===== src/rtl/bsts_pkg.sv =====
// package: constants and types for the bit set / bit test skip executor
package bsts_pkg;
    localparam int BSTS_OP_W = 16;
    localparam logic [3:0] BSTS_NIB_SET = 4'h8;
    localparam logic [3:0] BSTS_NIB_SKIP_CLR = 4'hB;
    localparam logic [3:0] BSTS_NIB_SKIP_SET = 4'hA;
    localparam int BSTS_NIB_POS = 12;
    localparam int BSTS_BIT_POS = 9;
    localparam int BSTS_ACC_POS = 8;
    localparam logic [7:0] BSTS_IDX_LIMIT = 8'h5F;
    localparam logic [11:0] BSTS_ADDR_RST = 12'h000;
    localparam logic [7:0] BSTS_DATA_RST = 8'h00;
    localparam logic [1:0] BSTS_Q1 = 2'h0;
    localparam logic [1:0] BSTS_Q2 = 2'h1;
    localparam logic [1:0] BSTS_Q3 = 2'h2;
    localparam logic [1:0] BSTS_Q4 = 2'h3;
    typedef enum logic [1:0] {
        BSTS_OP_NONE,
        BSTS_OP_SET,
        BSTS_OP_SKIP_CLR,
        BSTS_OP_SKIP_SET
    } bsts_op_e;
endpackage


===== src/rtl/bsts_exec.sv =====
// module: executes bit set and bit test skip instructions over four phases
`timescale 1ns/1ps
`default_nettype none
// Summary of operation
// - bit set forces chosen bit, no flags
// - access flag zero uses the access bank
// - access flag one uses bank select register
// - extended set, address up to 95 indexed
// - skip on clear bit or set bit
// - skip discards fetched word, runs no-operation
module bsts_exec (
    input wire logic clk_sys, // phase clock, four edges per cycle
    input wire logic rst, // asynchronous reset, active high
    input wire logic [15:0] opcode, // instruction word latched at decode
    input wire logic ext_set_en, // extended instruction set enabled
    input wire logic [3:0] bank_select_reg, // bank select register
    input wire logic [11:0] index_base, // base pointer for indexed mode
    input wire logic [7:0] rd_data, // data memory read value
    output logic [11:0] mem_addr, // data memory address
    output logic mem_rd, // read strobe in second phase
    output logic mem_wr, // write strobe in fourth phase
    output logic [7:0] wr_data, // value written back
    output logic [1:0] phase, // current phase, 0 is the first
    output logic exec_nop, // current cycle is a forced no-operation
    output logic skip_taken, // pulse at cycle end when skipping
    output logic indexed_mode // last access used indexed mode
);
    import bsts_pkg::*;
    logic [1:0] phase_reg, phase_next;
    bsts_op_e op_reg, op_next;
    logic [2:0] bitn_reg, bitn_next;
    logic [11:0] addr_reg, addr_next;
    logic [7:0] data_reg, data_next;
    logic rd_reg, rd_next, wr_reg, wr_next;
    logic nop_reg, nop_next, skip_reg, skip_next, pend_reg, pend_next;
    logic idx_reg, idx_next;
    logic [11:0] res_addr;
    logic res_idx;

    bsts_addr_resolve u_resolve (
        .reg_addr(opcode[7:0]),
        .access_flag(opcode[BSTS_ACC_POS]),
        .ext_set_en(ext_set_en),
        .bank_select_reg(bank_select_reg),
        .index_base(index_base),
        .data_addr(res_addr),
        .indexed(res_idx)
    );

    always_comb begin
        phase_next = phase_reg + 2'h1;
        op_next = op_reg;
        bitn_next = bitn_reg;
        addr_next = addr_reg;
        data_next = data_reg;
        rd_next = 1'b0;
        wr_next = 1'b0;
        nop_next = nop_reg;
        skip_next = 1'b0;
        pend_next = pend_reg;
        idx_next = idx_reg;
        unique case (phase_reg)
            BSTS_Q1: begin
                // decode; a pending skip turns this cycle into a nop
                if (pend_reg) begin
                    nop_next = 1'b1;
                    pend_next = 1'b0;
                    op_next = BSTS_OP_NONE;
                end else begin
                    nop_next = 1'b0;
                    bitn_next = opcode[BSTS_BIT_POS +: 3];
                    addr_next = res_addr;
                    idx_next = res_idx;
                    unique case (opcode[BSTS_NIB_POS +: 4])
                        BSTS_NIB_SET: op_next = BSTS_OP_SET;
                        BSTS_NIB_SKIP_CLR: op_next = BSTS_OP_SKIP_CLR;
                        BSTS_NIB_SKIP_SET: op_next = BSTS_OP_SKIP_SET;
                        default: op_next = BSTS_OP_NONE;
                    endcase
                    rd_next = 1'b1;
                end
            end
            BSTS_Q2: begin
                if (op_reg != BSTS_OP_NONE) begin
                    data_next = rd_data;
                end
            end
            BSTS_Q3: begin
                if (op_reg == BSTS_OP_SET) begin
                    // only the chosen bit changes; status is untouched
                    data_next = data_reg | (8'h01 << bitn_reg);
                    wr_next = 1'b1;
                end else if (op_reg == BSTS_OP_SKIP_CLR) begin
                    skip_next = ~data_reg[bitn_reg];
                    pend_next = ~data_reg[bitn_reg];
                end else if (op_reg == BSTS_OP_SKIP_SET) begin
                    skip_next = data_reg[bitn_reg];
                    pend_next = data_reg[bitn_reg];
                end
            end
            BSTS_Q4: begin
            end
        endcase
        if (rd_reg) begin
            rd_next = 1'b0;
        end
    end

    always_ff @(posedge clk_sys or posedge rst) begin
        if (rst) begin
            phase_reg <= BSTS_Q1;
            op_reg <= BSTS_OP_NONE;
            bitn_reg <= 3'h0;
            addr_reg <= BSTS_ADDR_RST;
            data_reg <= BSTS_DATA_RST;
            rd_reg <= 1'b0;
            wr_reg <= 1'b0;
            nop_reg <= 1'b0;
            skip_reg <= 1'b0;
            pend_reg <= 1'b0;
            idx_reg <= 1'b0;
        end else begin
            phase_reg <= phase_next;
            op_reg <= op_next;
            bitn_reg <= bitn_next;
            addr_reg <= addr_next;
            data_reg <= data_next;
            rd_reg <= rd_next;
            wr_reg <= wr_next;
            nop_reg <= nop_next;
            skip_reg <= skip_next;
            pend_reg <= pend_next;
            idx_reg <= idx_next;
        end
    end

    assign mem_addr = addr_reg;
    assign mem_rd = rd_reg;
    assign mem_wr = wr_reg;
    assign wr_data = data_reg;
    assign phase = phase_reg;
    assign exec_nop = nop_reg;
    assign skip_taken = skip_reg;
    assign indexed_mode = idx_reg;

    // checks sample on the phase clock; expectations come from the opcode
    // fields as they stood at the decode edge

    a_set_writes_bit: assert property (
        @(posedge clk_sys) disable iff (rst)
        mem_wr |-> wr_data[bitn_reg] == 1'b1 && phase == BSTS_Q4)
        else $error("bit set write lacks the set bit");
    a_set_keeps_rest: assert property (
        @(posedge clk_sys) disable iff (rst)
        (phase == BSTS_Q3 && op_reg == BSTS_OP_SET)
        |=> (wr_data | (8'h01 << bitn_reg)) ==
            ($past(data_reg) | (8'h01 << bitn_reg)))
        else $error("bit set changed other bits");
    a_bank_select: assert property (
        @(posedge clk_sys) disable iff (rst)
        (phase == BSTS_Q1 && !pend_reg && opcode[BSTS_ACC_POS])
        |=> mem_addr == {$past(bank_select_reg), $past(opcode[7:0])})
        else $error("banked address wrong");
    a_bank_direct: assert property (
        @(posedge clk_sys) disable iff (rst)
        (phase == BSTS_Q1 && !pend_reg && opcode[BSTS_ACC_POS])
        |=> !indexed_mode)
        else $error("banked access took indexed mode");
    a_access_bank: assert property (
        @(posedge clk_sys) disable iff (rst)
        (phase == BSTS_Q1 && !pend_reg && !opcode[BSTS_ACC_POS]
         && !ext_set_en) |=> mem_addr[7:0] == $past(opcode[7:0])
         && !indexed_mode)
        else $error("access bank address wrong");
    a_access_page: assert property (
        @(posedge clk_sys) disable iff (rst)
        (phase == BSTS_Q1 && !pend_reg && !opcode[BSTS_ACC_POS]
         && !(ext_set_en && opcode[7:0] <= BSTS_IDX_LIMIT))
        |=> mem_addr[11:8] == ($past(opcode[7]) ? 4'hF : 4'h0))
        else $error("access bank page wrong");
    a_indexed_mode: assert property (
        @(posedge clk_sys) disable iff (rst)
        (phase == BSTS_Q1 && !pend_reg && !opcode[BSTS_ACC_POS]
         && ext_set_en && opcode[7:0] <= BSTS_IDX_LIMIT)
        |=> indexed_mode)
        else $error("indexed mode not used");
    a_indexed_addr: assert property (
        @(posedge clk_sys) disable iff (rst)
        (phase == BSTS_Q1 && !pend_reg && !opcode[BSTS_ACC_POS]
         && ext_set_en && opcode[7:0] <= BSTS_IDX_LIMIT)
        |=> mem_addr == 12'($past(index_base) + $past(opcode[7:0])))
        else $error("indexed address wrong");
    a_skip_clear: assert property (
        @(posedge clk_sys) disable iff (rst)
        (phase == BSTS_Q3 && op_reg == BSTS_OP_SKIP_CLR)
        |=> skip_taken == !$past(data_reg[bitn_reg]))
        else $error("skip on clear wrong");
    a_skip_set: assert property (
        @(posedge clk_sys) disable iff (rst)
        (phase == BSTS_Q3 && op_reg == BSTS_OP_SKIP_SET)
        |=> skip_taken == $past(data_reg[bitn_reg]))
        else $error("skip on set wrong");
    a_skip_phase: assert property (
        @(posedge clk_sys) disable iff (rst)
        skip_taken |-> phase == BSTS_Q4 && op_reg != BSTS_OP_SET)
        else $error("skip outside the end of a test");
    a_test_no_write: assert property (
        @(posedge clk_sys) disable iff (rst)
        (phase == BSTS_Q3 && op_reg != BSTS_OP_SET) |=> !mem_wr)
        else $error("bit test wrote the register");
    a_skip_nop: assert property (
        @(posedge clk_sys) disable iff (rst)
        skip_taken |=> ##1 (exec_nop && !mem_rd) [*4])
        else $error("skip did not run a nop cycle");
    a_nop_no_decode: assert property (
        @(posedge clk_sys) disable iff (rst)
        (phase == BSTS_Q1 && pend_reg)
        |=> exec_nop && !mem_rd && op_reg == BSTS_OP_NONE)
        else $error("discarded word was decoded");
    a_nop_quiet: assert property (
        @(posedge clk_sys) disable iff (rst)
        exec_nop |-> !mem_wr && !skip_taken)
        else $error("forced nop changed state");
    a_read_phase: assert property (
        @(posedge clk_sys) disable iff (rst)
        mem_rd |-> phase == BSTS_Q2 && !exec_nop)
        else $error("read outside second phase");
    a_phase_steps: assert property (
        @(posedge clk_sys) disable iff (rst)
        1'b1 |=> phase == 2'($past(phase) + 2'h1))
        else $error("phase did not advance by one");
    a_write_phase: assert property (
        @(posedge clk_sys) disable iff (rst)
        mem_wr |-> $past(mem_rd, 2) && !$past(mem_wr))
        else $error("write not two phases after read");
endmodule
`default_nettype wire


===== src/rtl/bsts_addr_resolve.sv =====
// module: resolves the 12-bit data address of a bit-oriented instruction
`timescale 1ns/1ps
`default_nettype none
module bsts_addr_resolve (
    input wire logic [7:0] reg_addr, // eight-bit file address field
    input wire logic access_flag, // a bit of the opcode
    input wire logic ext_set_en, // extended instruction set enabled
    input wire logic [3:0] bank_select_reg, // bank select register value
    input wire logic [11:0] index_base, // pointer used for indexed mode
    output logic [11:0] data_addr, // resolved data memory address
    output logic indexed // indexed literal offset mode used
);
    import bsts_pkg::*;
    always_comb begin
        indexed = 1'b0;
        if (access_flag) begin
            data_addr = {bank_select_reg, reg_addr};
        end else if (ext_set_en && reg_addr <= BSTS_IDX_LIMIT) begin
            indexed = 1'b1;
            data_addr = 12'(index_base + {4'h0, reg_addr});
        end else if (reg_addr[7]) begin
            // upper half of the access bank maps to the top page
            data_addr = {4'hF, reg_addr};
        end else begin
            data_addr = {4'h0, reg_addr};
        end
    end
endmodule
`default_nettype wire


===== config.mk =====
export PLATFORM = sky130hd
export DESIGN_NAME = bsts_exec
export DESIGN_NICKNAME = d
export VERILOG_FILES = /design/src/rtl/bsts_pkg.sv /design/src/rtl/bsts_exec.sv /design/src/rtl/bsts_addr_resolve.sv
export SDC_FILE = /design/constraint.sdc
export NUM_CORES = 1
export LEC_CHECK = 0
export BUFFER_PORTS_ARGS = -buffer_cell sky130_fd_sc_hd__buf_4
export CORE_MARGIN = 10
export CORE_UTILIZATION = 35
export CTS_CLUSTER_DIAMETER = 60
export DETAILED_ROUTE_END_ITERATION = 8
export PLACE_DENSITY = 0.6
export SETUP_SLACK_MARGIN = 0.5
export SLEW_MARGIN = 0
export SYNTH_ARGS = -nofsm -noshare
export SYNTH_HDL_FRONTEND = slang
export SYNTH_SLANG_ARGS = --single-unit

===== constraint.sdc =====
create_clock -name clk_sys -period 2.9 [get_ports clk_sys]
set_input_delay 0.58 -clock clk_sys [delete_from_list [all_inputs] [get_ports clk_sys]]
set_output_delay 0.58 -clock clk_sys [all_outputs]
set_load 0.02 [all_outputs]

# Word-level counts from Yosys, hierarchy flattened
# Index checks and enable logic that the tools add are counted.
[classes]
eq_ne = 12
mux = 26
shift = 1
magnitude_cmp = 2
n_reduce_logical = 8
add_sub_neg = 2
bitwise = 3
[op_table]
columns = ["operator", "n"]
rows = [
  ["$mux 12", 3],
  ["$mux 1", 16],
  ["$mux 8", 2],
  ["$pmux 8 s2", 1],
  ["$add 12x8->12", 1],
  ["$eq 4x4->1 const B", 3],
  ["$le 8x7->1 const B", 1],
  ["$or 8x8->8", 1],
  ["$shl 1x3->8 const A", 1],
  ["$eq 2x2->1 const B", 3],
  ["$ne 2x2->1 const B", 3],
  ["$pmux 2 s3", 1],
  ["$reduce_and 3->1", 2],
  ["$reduce_bool 2->1", 3],
  ["$eq 2x1->1 const B", 2],
  ["$lt 3x4->1 const B", 1],
  ["$bmux 1 s3", 1],
  ["$ne 3x3->1 const B", 1],
  ["$add 2x1->2 const B", 1],
  ["$logic_not 2->1", 1],
  ["$mux 2", 1],
  ["$not 1->1", 2],
  ["$pmux 1 s2", 1],
  ["$reduce_and 2->1", 1],
  ["$logic_and 1x1->1", 1],
]
[word_totals]
word_cells = 65
reg_bits = 33
input_bits = 43

# Logic depth before layout (Yosys ltp)
[depth]
ltp_word = 6
mapped_depth = 8
ltp_nobuf = 8

# Cells and area by module
# A second synthesis with hierarchy kept.
[hier_totals]
cells_unflattened = 204
area_unflattened_um2 = 2112.0
[modules_own_cells]
columns = ["mod", "cells_per_inst", "seq_area_each_um2", "instances", "area_each_um2"]
rows = [
  ["bsts_exec", 117, 825.8, 1, 1472.7],
  ["bsts_addr_resolve", 87, 0.0, 1, 639.4],
]

# Worst setup path before layout
# OpenSTA, ideal clock, no wires.
[synth_timing]
path_kind = "input -> register"
from = "in opcode[0]"
to = "reg addr_reg[10], in the netlist mem_addr[10]"
path_buffers = 0
path_stages = 8
arrival_time_ns = 2.033
t_required_ns = 2.759
slack_ns = 0.725
cell_sequence = "ha_1 > inv_1 > fa_1 > nand2b_1 > a211oi_1 > o211ai_1 > xor2_1 > o221ai_1"
[synth_between]
elab_chain_len = 4
word_cells_on_any_way = 5
cone_classes = "1 x add/sub; 1 x order compare; 2 x mux; 1 x reduce/logical"
[synth_rtl]
columns = ["item", "line", "rtl"]
rows = [
  ["start, declared", "bsts_exec.sv:14", "input wire logic [15:0] opcode,"],
  ["parallel branches: the longest is 2 deep, another holds $add 12x8->12", "--", ""],
  ["$mux 12 (*)", "bsts_addr_resolve.sv:18", "end else if (ext_set_en && reg_addr <= BSTS_IDX_LIMIT) begin"],
  ["$mux 12 (*)", "bsts_addr_resolve.sv:16", "if (access_flag) begin"],
  ["end signal, assigned", "bsts_exec.sv:126", "addr_reg <= addr_next;"],
  ["end, declared", "bsts_exec.sv:32", "logic [11:0] addr_reg, addr_next;"],
]
# Every way passes the cells marked *.
# A chain may end at the register's enable or synchronous reset.

# Worst setup path after layout
# Same ends and word-level chain as after synthesis.

==> results by group <==
Run status
  – Outcome: complete, no violations

Floorplan
  – Die ar.: around 9200 sq um
  – FP Rows: 27
  – Die H: approximately 96 um
  – Starting Density: 0.364
  – Die W: just under 100 um
  – CORE AREA: around 5600 sq um
  – I/O pin cnt: 70

Worst hold path
  – Hold Crit Class: in -> async

STA
  – RSZ-0062 raised after global routing: no
  – Setup Viol. Count Final: 0
  – Fin Setup TNS: 0 ns
  – Rel. slew slack: 0.597
  – Least-Margin Pin Slew: around 0.6 ns
  – Setup WS post-layout: just over 0.7 ns
  – Max Slew Vio Count: 0
  – Final hold slack: about 0.4 ns
  – Fin crit period: about 2.2 ns
  – Setup Skew: between 0.003 and 0.004 ns
  – Fmax achieved: about 460 MHz
  – Final hold vios: 0
  – Tcrit/Tclk final: 0.756

Clock tree
  – CTS Buffer Depth: 2
  – Clock slew at reported path FFs: ~0.07 ns
  – Sink Count: 33
  – Post-CTS Hold Fix Bufs: 0
  – Clock root buffer master: clkbuf_8
  – Clk_lat worst skew: roughly 0.28 ns
  – PostCTS Resize Cnt: 0
  – TritonCTS buffer count: 5
  – CTS tree: done
  – H-tree lvl count: 2
  – Setup Buffers After CTS: 0

Setup path
  – Critical Path AT: about 2.4 ns
  – CP endpoint kind: register
  – Reg2Reg Capture Point: pend_reg
  – CP Cell Sequence: buf_4 -> ha_1 -> inv_1 -> fa_1 -> nand2b_1 -> a211oi_1 -> o211ai_1 -> xor2_1 -> o221ai_1
  – CP endpoint: mem_addr[10]
  – Crit path from: opcode[0]
  – CP Launch Type: primary input
  – WS Path Type: in -> reg
  – Slowest CP cell: a211oi_1
  – Max incr delay on CP: approximately 0.40 ns
  – WP data required: 3.09 ns
  – Reg2Reg Setup Slack: around 0.8 ns
  – CP top delay family: compound AO/OA/AOI/OAI gates
  – Reg-to-Reg Start: bitn_reg[0]
  – WP buf/inv: 2
  – Crit path max fanout: 3
  – Reg2Reg Depth: 5
  – Stages on worst setup path: 9

Pwr
  – Pwr dens: 508 nW/um^2
  – Leak: approximately 1.3 nW
  – Max rail drop VDD: between 0.0002 and 0.00025 V
  – Design Power: ~1.4 mW

Placed design
  – Placed Area: about 2600 sq um
  – Buffers on Ports: 69
  – Placed insts: 347
  – GP Congestion: 0.868
  – Post-placement setup slack: approximately 0.42 ns
  – Post-detail-place hpwl: 4130 um

Logic synthesis
  – Post-Syn Instances: roughly 210
  – Largest cells by area after synthesis: dfrtp_1 41%, ha_1 6.8%, nand2_1 5.2%, a21oi_1 3.7%, o22a_1 3.5%
  – FF+latch count, synth: 33
  – Synth Flop Type: dfrtp_1
  – Synth cell types: slightly below 50
  – Mapped Nets: 267
  – Register area share after synthesis: 0.407
  – Leading area contributor after synthesis: dfrtp_1
  – Most frequent cell after synthesis: dfrtp_1
  – Commonest cells in the netlist: 33 x dfrtp_1, 28 x nand2_1, 16 x nor2_1
  – Syn avg cell area: ~9.6 sq um
  – Yosys warning count: 0
  – Mapped cell area: ~2000 sq um
  – Async SR Flop Fraction: 1.00
  – Synth top area share: 0.407
  – Number of enable flip-flop cells after synthesis: 0

Drt
  – DRT antenna net count: 0
  – DRC violations left: 0
  – Routed wire per std cell: roughly 15 um
  – Total Wirelength: 5310 um
  – Vias per Instance: slightly above 5
  – TritonRoute pass-1 iters: 5
  – 1st-iter DRT viols: 37
  – Vias: approximately 1800

Global route
  – Largest net degree at the start of global routing: 34
  – GRT overflow: 0
  – Vias in the first global route: between 1500 and 2000
  – First-pass GRT wire length: 8840 um
  – Initial antenna violation count: 0
  – Total GRT Usage: 0.119

Finish
  – Ant. Diodes: 0
  – Max FFs per register: 12
  – Fraction of layout cells with a size suffix above 1: 0.332
  – Filler Cells Inserted: 552
  – Layout Nets: 337
  – Post-Layout Cell Count: ~360
  – Cell area after layout: roughly 2700 sq um
  – Fin util: 0.490
  – Area Overhead vs Synth: 34.5%

Run
  – Max-Cap Viols: 0
[layout make-up]
type | count | area [sq um] | share of cell area
multi-input cells | 159 | 1110 | 0.407
flip-flops and latches | 33 | 826 | 0.303
repair buffers | 73 | 548 | 0.201
well taps | 72 | 90.1 | 0.0330
clock buffers | 7 | 86.3 | 0.0316
inverters | 10 | 37.5 | 0.0138
clock inverters | 1 | 30.0 | 0.0110
[cell usage in the layout, fill, tap and decap left out, drive strengths merged, types with 3 or more instances in the layout]
| cell type | n |
|---|---|
| clkbuf | 7 |
| nand3 | 5 |
| xor2 | 5 |
| mux2 | 4 |
| dfrtp | 33 |
| ha | 11 |
| mux2i | 6 |
| nor2 | 16 |
| o22a | 8 |
| nor3 | 4 |
| buf | 73 |
| a211oi | 5 |
| a21oi | 15 |
| inv | 10 |
| o211ai | 3 |
| nand3b | 3 |
| o22ai | 3 |
| or3b | 3 |
| o21ai | 10 |
| nand2 | 28 |
| nand2b | 3 |
[worst register-to-register path: cells and delay by family (launching register included)]
| family | cells | cell delay [ns] |
|---|---|---|
| flops | 1 | 0.54 |
| compound gates | 1 | 0.34 |
| mux | 2 | 0.82 |
| simple gates | 1 | 0.19 |
| xor+xnor | 1 | 0.09 |
[kinds of logic after synthesis]
logic type / count (synthesis) / share of synthesized area
AND/OR/NAND/NOR: 72 / 0.171
AO/OA/AOI/OAI: 56 / 0.193
flip-flops: 33 / 0.407
buffers and inverters: 20 / 0.0450
multiplexers: 12 / 0.0759
adder cells (fa/ha/maj): 12 / 0.0777
XOR/XNOR: 7 / 0.0302
[metal layers]
| layer | GRT usage | share of wire | wire, um | vias up |
|---|---|---|---|---|
| met2 | 0.189 | 0.46 | 2440 | 55 |
| li1 | - | - | - | 906 |
| met4 | 0.0295 | 0.0040 | 21 | 0 |
| met3 | 0.0490 | 0.099 | 528 | 2 |
| met5 | 0 | 0 | 0 | - |
| met1 | 0.145 | 0.44 | 2320 | 821 |
[worst min-delay path by stage]
stage,start,endpoint,slack [ns],cells past startpoint
CTS,rst,phase[1],0.40,3
floorplan,op_reg[0],op_reg[0],0.54,1
finish,rst,mem_rd,0.39,3
global placement,mem_rd,mem_rd,0.42,1
global route,rst,op_reg[0],0.43,3
detailed placement,mem_rd,mem_rd,0.43,1
[report_power, final]
part           leakage, nW  switching (mW)  internal, mW
sequential           0.392          0.0461         0.513
combinational        0.824           0.192         0.189
clock               0.0585           0.166         0.280
total                 1.27           0.403         0.982
(Power assumes the default switching activity.)
